<file path="config.mk">
export PLATFORM = sky130hd
export DESIGN_NAME = ris_input_stage
export DESIGN_NICKNAME = d
export VERILOG_FILES = /design/src/verilog/ris_pkg.sv /design/src/verilog/ris_freq_mem.sv /design/src/verilog/ris_input_stage.sv
export SDC_FILE = /design/constraint.sdc
export NUM_CORES = 2
export LEC_CHECK = 0
export BUFFER_PORTS_ARGS = -buffer_cell sky130_fd_sc_hd__buf_4
export CAP_MARGIN = 10
export CORE_UTILIZATION = 40
export CTS_CLUSTER_SIZE = 24
export DETAILED_ROUTE_END_ITERATION = 8
export SLEW_MARGIN = 25
export SYNTH_ARGS = -nofsm -noshare
export SYNTH_HDL_FRONTEND = slang
export SYNTH_SLANG_ARGS = --single-unit
</file>
<file path="constraint.sdc">
create_clock -name i_clock -period 5.9 [get_ports i_clock]
set_input_delay 1.18 -clock i_clock [delete_from_list [all_inputs] [get_ports i_clock]]
set_output_delay 1.18 -clock i_clock [all_outputs]
set_load 0.02 [all_outputs]
</file>
<file path="src/verilog/ris_pkg.sv">
// Shared constants and types for the reference input stage block.
package ris_pkg;

  ////////////////////////////////////////////////////////////////////////////
  // Sizes.
  localparam int RIS_NUM_STAGES = 8;
  localparam int RIS_NUM_REFS = 16;
  localparam int RIS_SE_OFFSET = 8;
  localparam int RIS_ADDR_W = 8;
  localparam int RIS_DATA_W = 32;
  localparam int RIS_PIN_W = 18;
  localparam int RIS_FREQ_M_W = 48;
  localparam int RIS_FREQ_N_W = 16;
  localparam int RIS_DIV_W = 16;
  localparam int RIS_FB_W = 10;
  localparam int RIS_ASSOC_W = 4;

  ////////////////////////////////////////////////////////////////////////////
  // Register offsets (byte addresses) and word slots within a stage.
  localparam logic [7:0] RIS_ADDR_SYNTH_CTRL = 8'h00;
  localparam logic [7:0] RIS_ADDR_SYNTH_STATUS = 8'h04;
  localparam logic [7:0] RIS_ADDR_ALARM_ROUTE = 8'h08;
  localparam logic [7:0] RIS_ADDR_REF_ACTIVE = 8'h0C;
  localparam logic [7:0] RIS_ADDR_STAGE_BASE = 8'h80;
  localparam logic [1:0] RIS_WORD_CTRL = 2'h0;
  localparam logic [1:0] RIS_WORD_DIV = 2'h1;
  localparam logic [1:0] RIS_WORD_FREQ_LO = 2'h2;
  localparam logic [1:0] RIS_WORD_FREQ_HI = 2'h3;

  ////////////////////////////////////////////////////////////////////////////
  // Synthesizer control fields and limits.
  localparam int RIS_SC_DOUBLER_BIT = 0;
  localparam int RIS_SC_FB_LSB = 8;
  localparam logic [31:0] RIS_SC_MASK = 32'h0003FF01;
  localparam logic [31:0] RIS_SC_RESET = 32'h00006C00;
  localparam logic [9:0] RIS_FB_MIN = 10'h06C;
  localparam logic [9:0] RIS_FB_MAX = 10'h22C;

  // Status and alarm route fields.
  localparam int RIS_ST_LOL_STICKY = 0;
  localparam int RIS_ST_UNLOCKED = 1;
  localparam int RIS_ST_BOOT_DONE = 2;
  localparam int RIS_ST_FROM_EEPROM = 3;
  localparam int RIS_ST_FROM_OTP = 4;
  localparam int RIS_AR_ENABLE = 0;
  localparam int RIS_AR_STICKY = 1;

  ////////////////////////////////////////////////////////////////////////////
  // Stage control fields.
  localparam int RIS_CT_MODE_LSB = 0;
  localparam int RIS_CT_PMOS = 2;
  localparam int RIS_CT_EN_P = 3;
  localparam int RIS_CT_EN_S = 4;
  localparam int RIS_CT_INV_P = 5;
  localparam int RIS_CT_INV_S = 6;
  localparam int RIS_CT_BYP_P = 7;
  localparam int RIS_CT_BYP_S = 8;
  localparam int RIS_CT_SYNC_P = 9;
  localparam int RIS_CT_SYNC_S = 10;
  localparam int RIS_CT_ASSOC_P = 11;
  localparam int RIS_CT_ASSOC_S = 15;
  localparam int RIS_CT_W = 19;
  localparam logic [18:0] RIS_CT_RESET = 19'h00000;
  localparam logic [31:0] RIS_DIV_RESET = 32'h00010001;
  localparam logic [1:0] RIS_MODE_RESERVED = 2'h3;

  // Stages that may pair with a general-purpose pin, and its pin slots.
  localparam logic [7:0] RIS_GPIO_STAGE_MASK = 8'h81;
  localparam int RIS_GPIO_PIN_LO = 16;
  localparam int RIS_GPIO_PIN_HI = 17;
  localparam int RIS_GPIO_HI_STAGE = 7;

  ////////////////////////////////////////////////////////////////////////////
  // Types.
  typedef enum logic [1:0] {
    RIS_MODE_DIFF,
    RIS_MODE_DUAL_SE,
    RIS_MODE_DIFF_GPIO
  } ris_mode_e;

  typedef enum logic {
    RIS_BOOT_WAIT,
    RIS_BOOT_RUN
  } ris_boot_e;

endpackage

</file>
<file path="src/verilog/ris_freq_mem.sv">
// Small word memory holding the nominal frequency fractions of all stages.
`timescale 1ns/1ps
`default_nettype none
module ris_freq_mem #(
  parameter int ADDR_W = 4,
  parameter int DATA_W = 32
) (
  input wire logic i_clock,
  input wire logic i_rst_b,
  input wire logic i_wr_en,
  input wire logic [ADDR_W-1:0] i_wr_addr,
  input wire logic [DATA_W-1:0] i_wr_data,
  input wire logic i_rd_en,
  input wire logic [ADDR_W-1:0] i_rd_addr,
  output logic [DATA_W-1:0] o_rd_data
);

  logic [DATA_W-1:0] mem [2**ADDR_W];

  // The array has no reset so it maps onto plain storage cells.
  always_ff @(posedge i_clock)
  begin
    if (i_wr_en)
    begin
      mem[i_wr_addr] <= i_wr_data;
    end
  end

  always_ff @(posedge i_clock or negedge i_rst_b)
  begin
    if (!i_rst_b)
    begin
      o_rd_data <= '0;
    end
    else if (i_rd_en)
    begin
      o_rd_data <= mem[i_rd_addr];
    end
  end

endmodule
`default_nettype wire

</file>
<file path="src/verilog/ris_input_stage.sv">
// Reference input stages with pin routing, dividers and synth setup.
`timescale 1ns/1ps
`default_nettype none
module ris_input_stage (
  input wire logic i_clock,
  input wire logic i_rst_b,
  input wire logic [ris_pkg::RIS_ADDR_W-1:0] i_addr,
  input wire logic [ris_pkg::RIS_DATA_W-1:0] i_wdata,
  input wire logic i_wr,
  input wire logic i_rd,
  output logic [ris_pkg::RIS_DATA_W-1:0] o_rdata,
  input wire logic [ris_pkg::RIS_NUM_STAGES-1:0] i_clk_pos,
  input wire logic [ris_pkg::RIS_NUM_STAGES-1:0] i_clk_neg,
  input wire logic [1:0] i_gpio_ref,
  input wire logic i_synth_locked,
  input wire logic i_boot_ready,
  input wire logic i_otp_enable,
  input wire logic i_otp_valid,
  input wire logic [ris_pkg::RIS_DATA_W-1:0] i_otp_ctrl,
  input wire logic i_eeprom_enable,
  input wire logic i_eeprom_valid,
  input wire logic [ris_pkg::RIS_DATA_W-1:0] i_eeprom_ctrl,
  output logic [ris_pkg::RIS_NUM_REFS-1:0] o_ref_edge,
  output logic [ris_pkg::RIS_NUM_REFS-1:0] o_ref_active,
  output logic [ris_pkg::RIS_NUM_REFS-1:0] o_ref_sync,
  output logic [ris_pkg::RIS_NUM_REFS*ris_pkg::RIS_ASSOC_W-1:0] o_sync_assoc,
  output logic [ris_pkg::RIS_NUM_STAGES-1:0] o_buf_diff,
  output logic [ris_pkg::RIS_NUM_STAGES-1:0] o_buf_pmos,
  output logic o_synth_doubler,
  output logic [ris_pkg::RIS_FB_W-1:0] o_synth_fb_div,
  output logic o_gpio_lol,
  output logic o_boot_done
);
  import ris_pkg::*;

  //////////////////////////////////////////////////////////////////////////////
  // Address decode and value checks.

  function automatic logic is_stage(input logic [RIS_ADDR_W-1:0] a);
    return a[7] && (a[1:0] == 2'h0);
  endfunction

  function automatic logic [2:0] stage_of(input logic [RIS_ADDR_W-1:0] a);
    return a[6:4];
  endfunction

  function automatic logic [1:0] word_of(input logic [RIS_ADDR_W-1:0] a);
    return a[3:2];
  endfunction

  function automatic logic fb_ok(input logic [RIS_DATA_W-1:0] v);
    logic [RIS_FB_W-1:0] fb;
    fb = v[RIS_SC_FB_LSB +: RIS_FB_W];
    return (fb >= RIS_FB_MIN) && (fb <= RIS_FB_MAX);
  endfunction

  function automatic logic ctrl_ok(input logic [RIS_DATA_W-1:0] v,
                                   input logic [2:0] s);
    logic [1:0] m;
    m = v[RIS_CT_MODE_LSB +: 2];
    return (m != RIS_MODE_RESERVED) &&
           !((ris_mode_e'(m) == RIS_MODE_DIFF_GPIO) &&
             !RIS_GPIO_STAGE_MASK[s]);
  endfunction

  //////////////////////////////////////////////////////////////////////////////
  // Pin synchronisers. A third stage keeps the previous level for edges.

  logic [RIS_PIN_W-1:0] pin_meta;
  logic [RIS_PIN_W-1:0] pin_sync;
  logic [RIS_PIN_W-1:0] pin_prev;
  logic lock_meta;
  logic lock_sync;

  always_ff @(posedge i_clock or negedge i_rst_b)
  begin
    if (!i_rst_b)
    begin
      pin_meta <= '0;
      pin_sync <= '0;
      pin_prev <= '0;
    end
    else
    begin
      pin_meta <= {i_gpio_ref, i_clk_neg, i_clk_pos};
      pin_sync <= pin_meta;
      pin_prev <= pin_sync;
    end
  end

  // Reset assumes the synthesizer is locked so no false alarm is raised.
  always_ff @(posedge i_clock or negedge i_rst_b)
  begin
    if (!i_rst_b)
    begin
      lock_meta <= 1'b1;
      lock_sync <= 1'b1;
    end
    else
    begin
      lock_meta <= i_synth_locked;
      lock_sync <= lock_meta;
    end
  end

  //////////////////////////////////////////////////////////////////////////////
  // Boot sequence and synthesizer control.

  ris_boot_e boot_state;
  logic boot_load;
  logic [1:0] boot_src;
  logic [RIS_DATA_W-1:0] synth_ctrl;
  logic otp_use;
  logic eeprom_use;
  logic sc_wr;

  assign boot_load = (boot_state == RIS_BOOT_WAIT) && i_boot_ready;
  assign otp_use = i_otp_enable && i_otp_valid && fb_ok(i_otp_ctrl);
  assign eeprom_use = i_eeprom_enable && i_eeprom_valid &&
                      fb_ok(i_eeprom_ctrl);
  assign sc_wr = (boot_state == RIS_BOOT_RUN) && i_wr &&
                 (i_addr == RIS_ADDR_SYNTH_CTRL) && fb_ok(i_wdata);

  always_ff @(posedge i_clock or negedge i_rst_b)
  begin
    if (!i_rst_b)
    begin
      boot_state <= RIS_BOOT_WAIT;
    end
    else
    begin
      case (boot_state)
        RIS_BOOT_WAIT:
        begin
          if (i_boot_ready)
          begin
            boot_state <= RIS_BOOT_RUN;
          end
        end
        RIS_BOOT_RUN:
        begin
          boot_state <= RIS_BOOT_RUN;
        end
        default:
        begin
          boot_state <= RIS_BOOT_WAIT;
        end
      endcase
    end
  end

  // Internal storage wins over the external one when both are usable.
  // A source whose divider is out of range counts as invalid.
  always_ff @(posedge i_clock or negedge i_rst_b)
  begin
    if (!i_rst_b)
    begin
      synth_ctrl <= RIS_SC_RESET;
      boot_src <= 2'h0;
    end
    else if (boot_load)
    begin
      if (otp_use)
      begin
        synth_ctrl <= i_otp_ctrl & RIS_SC_MASK;
        boot_src <= 2'h1;
      end
      else if (eeprom_use)
      begin
        synth_ctrl <= i_eeprom_ctrl & RIS_SC_MASK;
        boot_src <= 2'h2;
      end
    end
    else if (sc_wr)
    begin
      synth_ctrl <= i_wdata & RIS_SC_MASK;
    end
  end

  assign o_synth_doubler = synth_ctrl[RIS_SC_DOUBLER_BIT];
  assign o_synth_fb_div = synth_ctrl[RIS_SC_FB_LSB +: RIS_FB_W];
  assign o_boot_done = (boot_state == RIS_BOOT_RUN);

  //////////////////////////////////////////////////////////////////////////////
  // Loss-of-lock alarm. A new loss in the clearing cycle keeps the bit set.

  logic lol_sticky;
  logic [1:0] alarm_route;
  logic lol_set;
  logic lol_clr;

  assign lol_set = o_boot_done && !lock_sync;
  assign lol_clr = i_wr && (i_addr == RIS_ADDR_SYNTH_STATUS) &&
                   i_wdata[RIS_ST_LOL_STICKY];

  always_ff @(posedge i_clock or negedge i_rst_b)
  begin
    if (!i_rst_b)
    begin
      lol_sticky <= 1'b0;
    end
    else
    begin
      lol_sticky <= lol_set || (lol_sticky && !lol_clr);
    end
  end

  always_ff @(posedge i_clock or negedge i_rst_b)
  begin
    if (!i_rst_b)
    begin
      alarm_route <= 2'h0;
    end
    else if (i_wr && (i_addr == RIS_ADDR_ALARM_ROUTE))
    begin
      alarm_route <= i_wdata[1:0];
    end
  end

  always_ff @(posedge i_clock or negedge i_rst_b)
  begin
    if (!i_rst_b)
    begin
      o_gpio_lol <= 1'b0;
    end
    else
    begin
      o_gpio_lol <= alarm_route[RIS_AR_ENABLE] &&
                    (alarm_route[RIS_AR_STICKY] ? lol_sticky : lol_set);
    end
  end

  //////////////////////////////////////////////////////////////////////////////
  // Stage control and divider registers.

  logic [RIS_CT_W-1:0] stage_ctrl [RIS_NUM_STAGES];
  logic [RIS_DATA_W-1:0] stage_div [RIS_NUM_STAGES];
  logic stage_hit;

  assign stage_hit = i_wr && is_stage(i_addr);

  // A zero divider field would mean divide by one, so the write is dropped.
  always_ff @(posedge i_clock or negedge i_rst_b)
  begin
    if (!i_rst_b)
    begin
      for (int s = 0; s < RIS_NUM_STAGES; s++)
      begin
        stage_ctrl[s] <= RIS_CT_RESET;
        stage_div[s] <= RIS_DIV_RESET;
      end
    end
    else if (stage_hit)
    begin
      if ((word_of(i_addr) == RIS_WORD_CTRL) &&
          ctrl_ok(i_wdata, stage_of(i_addr)))
      begin
        stage_ctrl[stage_of(i_addr)] <= i_wdata[RIS_CT_W-1:0];
      end
      if ((word_of(i_addr) == RIS_WORD_DIV) && (i_wdata[15:0] != 16'h0000) &&
          (i_wdata[31:16] != 16'h0000))
      begin
        stage_div[stage_of(i_addr)] <= i_wdata;
      end
    end
  end

  //////////////////////////////////////////////////////////////////////////////
  // Per-reference routing, edge select and divider.

  for (genvar r = 0; r < RIS_NUM_REFS; r++)
  begin : g_ref
    localparam int S = r % RIS_NUM_STAGES;
    localparam bit PRI = (r < RIS_SE_OFFSET);
    localparam int GP = (S == RIS_GPIO_HI_STAGE) ? RIS_GPIO_PIN_HI :
                        RIS_GPIO_PIN_LO;
    ris_mode_e mode;
    logic cur;
    logic prev;
    logic active;
    logic inv;
    logic byp;
    logic sel_edge;
    logic [RIS_DIV_W-1:0] div_m1;
    logic [RIS_DIV_W-1:0] cnt;

    assign mode = ris_mode_e'(stage_ctrl[S][RIS_CT_MODE_LSB +: 2]);

    if (PRI)
    begin : g_pri
      assign cur = pin_sync[S];
      assign prev = pin_prev[S];
      assign active = stage_ctrl[S][RIS_CT_EN_P];
      assign inv = stage_ctrl[S][RIS_CT_INV_P];
      assign byp = stage_ctrl[S][RIS_CT_BYP_P];
      assign div_m1 = stage_div[S][15:0];
    end
    else
    begin : g_sec
      // Negative pin lands on index plus eight; a pin lands on 8 or 15.
      assign cur = (mode == RIS_MODE_DUAL_SE) ? pin_sync[S + RIS_SE_OFFSET] :
                   pin_sync[GP];
      assign prev = (mode == RIS_MODE_DUAL_SE) ? pin_prev[S + RIS_SE_OFFSET] :
                    pin_prev[GP];
      assign active = stage_ctrl[S][RIS_CT_EN_S] &&
                      (mode != RIS_MODE_DIFF);
      assign inv = stage_ctrl[S][RIS_CT_INV_S];
      assign byp = stage_ctrl[S][RIS_CT_BYP_S] ||
                   (mode == RIS_MODE_DIFF_GPIO);
      assign div_m1 = stage_div[S][31:16];
    end

    // Each path picks its own edge, ahead of its divider.
    assign sel_edge = active &&
                      (inv ? (prev && !cur) : (!prev && cur));

    // The compare uses >= so a smaller divider written mid-count ends the
    // current period at once instead of running through a counter wrap.
    always_ff @(posedge i_clock or negedge i_rst_b)
    begin
      if (!i_rst_b)
      begin
        cnt <= '0;
        o_ref_edge[r] <= 1'b0;
      end
      else if (!active || byp)
      begin
        cnt <= '0;
        o_ref_edge[r] <= sel_edge;
      end
      else if (sel_edge)
      begin
        cnt <= (cnt >= div_m1) ? '0 : cnt + 16'h0001;
        o_ref_edge[r] <= (cnt >= div_m1);
      end
      else
      begin
        o_ref_edge[r] <= 1'b0;
      end
    end

    assign o_ref_active[r] = active;
    assign o_ref_sync[r] = active && (PRI ? stage_ctrl[S][RIS_CT_SYNC_P] :
                           stage_ctrl[S][RIS_CT_SYNC_S]);
    assign o_sync_assoc[r*RIS_ASSOC_W +: RIS_ASSOC_W] = PRI ?
      stage_ctrl[S][RIS_CT_ASSOC_P +: RIS_ASSOC_W] :
      stage_ctrl[S][RIS_CT_ASSOC_S +: RIS_ASSOC_W];
  end

  for (genvar s = 0; s < RIS_NUM_STAGES; s++)
  begin : g_buf
    assign o_buf_diff[s] = stage_ctrl[s][RIS_CT_MODE_LSB +: 2] !=
                           2'(RIS_MODE_DUAL_SE);
    assign o_buf_pmos[s] = o_buf_diff[s] && stage_ctrl[s][RIS_CT_PMOS];
  end

  //////////////////////////////////////////////////////////////////////////////
  // Frequency store and read port.

  logic mem_wr;
  logic mem_rd;
  logic [3:0] mem_addr;
  logic [RIS_DATA_W-1:0] mem_rdata;
  logic mem_sel;
  logic [RIS_DATA_W-1:0] reg_rdata;
  logic [RIS_DATA_W-1:0] next_rdata;
  logic [1:0] word_sel;

  assign word_sel = word_of(i_addr);
  assign mem_addr = {stage_of(i_addr), word_sel[0]};
  assign mem_wr = stage_hit && word_sel[1];
  assign mem_rd = i_rd && is_stage(i_addr) && word_sel[1];

  ris_freq_mem #(
    .ADDR_W(4),
    .DATA_W(RIS_DATA_W)
  ) u_freq_mem (
    .i_clock(i_clock),
    .i_rst_b(i_rst_b),
    .i_wr_en(mem_wr),
    .i_wr_addr(mem_addr),
    .i_wr_data(i_wdata),
    .i_rd_en(mem_rd),
    .i_rd_addr(mem_addr),
    .o_rd_data(mem_rdata)
  );

  always_comb
  begin
    next_rdata = '0;
    if (is_stage(i_addr))
    begin
      if (word_of(i_addr) == RIS_WORD_CTRL)
      begin
        next_rdata = {13'h0, stage_ctrl[stage_of(i_addr)]};
      end
      else if (word_of(i_addr) == RIS_WORD_DIV)
      begin
        next_rdata = stage_div[stage_of(i_addr)];
      end
    end
    else if (i_addr == RIS_ADDR_SYNTH_CTRL)
    begin
      next_rdata = synth_ctrl;
    end
    else if (i_addr == RIS_ADDR_SYNTH_STATUS)
    begin
      next_rdata = {27'h0, boot_src[0], boot_src[1], o_boot_done,
                    !lock_sync, lol_sticky};
    end
    else if (i_addr == RIS_ADDR_ALARM_ROUTE)
    begin
      next_rdata = {30'h0, alarm_route};
    end
    else if (i_addr == RIS_ADDR_REF_ACTIVE)
    begin
      next_rdata = {16'h0000, o_ref_active};
    end
  end

  always_ff @(posedge i_clock or negedge i_rst_b)
  begin
    if (!i_rst_b)
    begin
      reg_rdata <= '0;
      mem_sel <= 1'b0;
    end
    else
    begin
      reg_rdata <= i_rd ? next_rdata : '0;
      mem_sel <= mem_rd;
    end
  end

  assign o_rdata = mem_sel ? mem_rdata : reg_rdata;

endmodule
`default_nettype wire

</file>
==> out/metrics.cfg <==
[yosys]
synthArstFlopShare_pct=61.5
synthSimpleGateAreaFrac_pct=9.43
synth-main-ff-cell=dfrtp_1
netlist_area_mm2=0.0636
yosysTopAreaCellShare_pct=31.4
yosys.area_share.adder_pct=5.35
synth_edf_count=512
ys_seq_area_share_pct=56.5
synthMuxAreaShare_pct=15.2
yosys_warnings=0
synthTopCellsByArea=dfrtp_1, edfxtp_1, mux2_2
synthesis.nets=5289
ys_ff_latch=1331
synth_compound_area_share_pct=7.03
yosys.area.top_type=dfrtp_1
ys_types=84
synth_top_family_by_area=multiplexers
avgSynthCellArea_um2=13.0
postSynthCellCount=4885
synth-xor-area-share_pct=2.25

[sta]
hold_viol=0
grt_setup_unrepaired=false
max-slew-margin-rel_pct=28.0
fmax_ghz=0.225
min_period_ns=4.44
post-route-period-util_pct=75.2
slew_violations=0
setup_viol=0
whs_ns=0.343
tightest_slew_ns=1.07
fin_tns_setup_ns=0
setup_ws_ns=1.46
skew_ns=0.0243

[floorplan]
die_area_mm2=0.160
num_io_pins=305
core_mm2=0.157
initial_core_util_pct=40.5
die_w_um=401
rows=145
die_height_um=401

[clock_tree]
clock_path_buffers=3
htreeDepth=4
cts.sinks=1331
cts_buffers=147
cts_tree=done
hold_buffers=0
clock_latency_ns=0.79
post-cts-setup-buffers=0
root_buffer=clkbuf_16
clk_transition_reported_paths_ns=0.06
cts.repair.resized=0

[global_route]
grt_max_degree=138
grt_pass1_wl_um=291000
gr-usage-all-layers_pct=24.9
antenna_found_initial=18
overflow=0
first_global_vias=41310

[drt]
wl_per_cell_um=27.7
viasPerCell=5.86
drc=0
totalWireLength_um=202000
drt_iter0_markers=4916
ant_nets=0
via_count=42659
firstDrtPassIters=8

[layout]
areaGrowthSynthToFinish_pct=14.0
final_common_cell=dfrtp_1
final.fill_count=13932
layout.cells.most_common_list=dfrtp_1, edfxtp_1, mux2_2
drive_gt1_share_pct=23.8
fin_area_mm2=0.0724
nets=5486

[outcome]
status=completed

[worst_hold_path]
min_path_type=flop to flop
min_path_cells=0
hold_end=pin_sync[6]
hp-start=pin_meta[6]

[setup_path]
worstPathRequired_ns=4.72
worstSetupPathType=flop to output port
cp-end-kind=output port
r2r_end=g_ref[9].cnt[2]
reg2reg_from=g_ref[1].mode[1]
crit_arrival_ns=3.26
cp_max_fo=5
reg2reg_depth=5
r2r_setup_slack_ns=2.56
worst_setup_path_start_kind=flop

[placement]
hpwlAfterDp_um=139000
placed_cell_area_mm2=0.0675
port_buffers=262
dp_slack_ns=1.44
gp_congestion=0.935

[job]
drv_cap=0

[power]
ir_drop_mv=0.206
power.leakage_uw=0.0297
power_density_mw_per_mm2=288

==> how the worst max path moves through the flow <==
stage / startpoint / endpoint / slack (ns) / depth (start not counted)
finish: g_ref[10].mode[0] / o_ref_sync[10] / 1.46 / 4
floorplan: i_addr[4] / u_freq_mem.mem[15][0] / 1.74 / 5
global placement: i_addr[4] / synth_ctrl[12] / 1.45 / 6
global route: g_ref[10].mode[0] / o_ref_sync[10] / 1.48 / 4
detailed placement: i_addr[4] / synth_ctrl[17] / 1.44 / 6
CTS: g_ref[10].mode[0] / o_ref_sync[10] / 1.51 / 4
==> state kept, by name, indices dropped and copies added, names as in the netlist, 8 cells and up <==
register	flops
u_freq_mem.mem	512
g_ref.cnt	256
g_ref.div_m1	256
o_sync_assoc	64
stage_ctrl	40
reg_rdata	32
u_freq_mem.o_rd_data	32
pin_meta	18
pin_prev	18
pin_sync	18
g_ref.inv	16
g_ref.mode	16
o_ref_edge	16
synth_ctrl	11
g_ref.byp	8
o_ref_active	8
==> synthesized netlist by cell type (22+ instances only) <==
cell type / instances
xor2_1: 92
mux4_2: 177
buf_4: 81
nand2_1: 220
nor2_1: 308
buf_2: 47
a21o_1: 41
and3_1: 55
a21oi_1: 102
nor4_1: 36
mux2_1: 74
a31oi_1: 42
inv_1: 319
nand3_1: 155
mux2_2: 410
dfstp_2: 22
and2_1: 33
nand2b_1: 56
edfxtp_1: 512
o21ai_0: 130
nand4_1: 99
and4_1: 23
xnor2_1: 71
o22ai_1: 69
clkbuf_1: 137
nor3_1: 69
ha_1: 272
a22oi_1: 82
dfrtp_1: 797
nor2b_1: 37
==> layer usage <==
metal	GRT usage, %	wire [µm]	vias up	part of all wire (%)
met5	0	24	-	0.012
met4	8.72	6810	4	3.4
met3	6.60	19600	313	9.7
met2	36.7	88000	1910	44
met1	35.2	87600	21951	43
li1	-	-	18481	-
==> report_power, final <==
| part | internal [µW] | switching [µW] | total, µW |
|---|---|---|---|
| clock | 5460 | 3930 | 9390 |
| sequential | 9840 | 237 | 10100 |
| combinational | 523 | 850 | 1370 |
| total | 15800 | 5020 | 20800 |
==> critical path, cell delays in order (launching register included) <==
cell and delay [ns]:
dfrtp_1 0.44, o21ai_0 0.87, inv_1 0.61, and2_1 0.37, buf_4 0.17
==> metrics by stage <==
stage	total power [µW]	std cells	utilization (%)
after floorplan	10900	4885	-
after global placement	11600	6991	43.0
after detailed placement	11600	6991	43.0
after CTS	21000	7266	46.1
after global routing	21500	7268	46.1
final	20800	7279	46.2
==> cell families after synthesis <==
family | count (synthesis)
and+or+nand+nor | 1169
DFF | 1331
AOI/OAI and AO/OA | 656
muxes | 682
adders and majority gates | 272
buffers and inverters | 612
xor gates and xnor gates | 163
==> layout make-up <==
type / count / area [µm²] / area share [%]
Antenna cell: 13 / 32.5 / 0.0449
Clock buffer: 207 / 4130 / 5.69
Clock inverter: 68 / 817 / 1.13
Inverter: 320 / 1200 / 1.66
Multi-Input combinational cell: 2942 / 25100 / 34.7
Sequential cell: 1331 / 35900 / 49.6
Tap cell: 2058 / 2570 / 3.55
Timing Repair Buffer: 340 / 2690 / 3.71
Power figures use the tool's default switching activity.
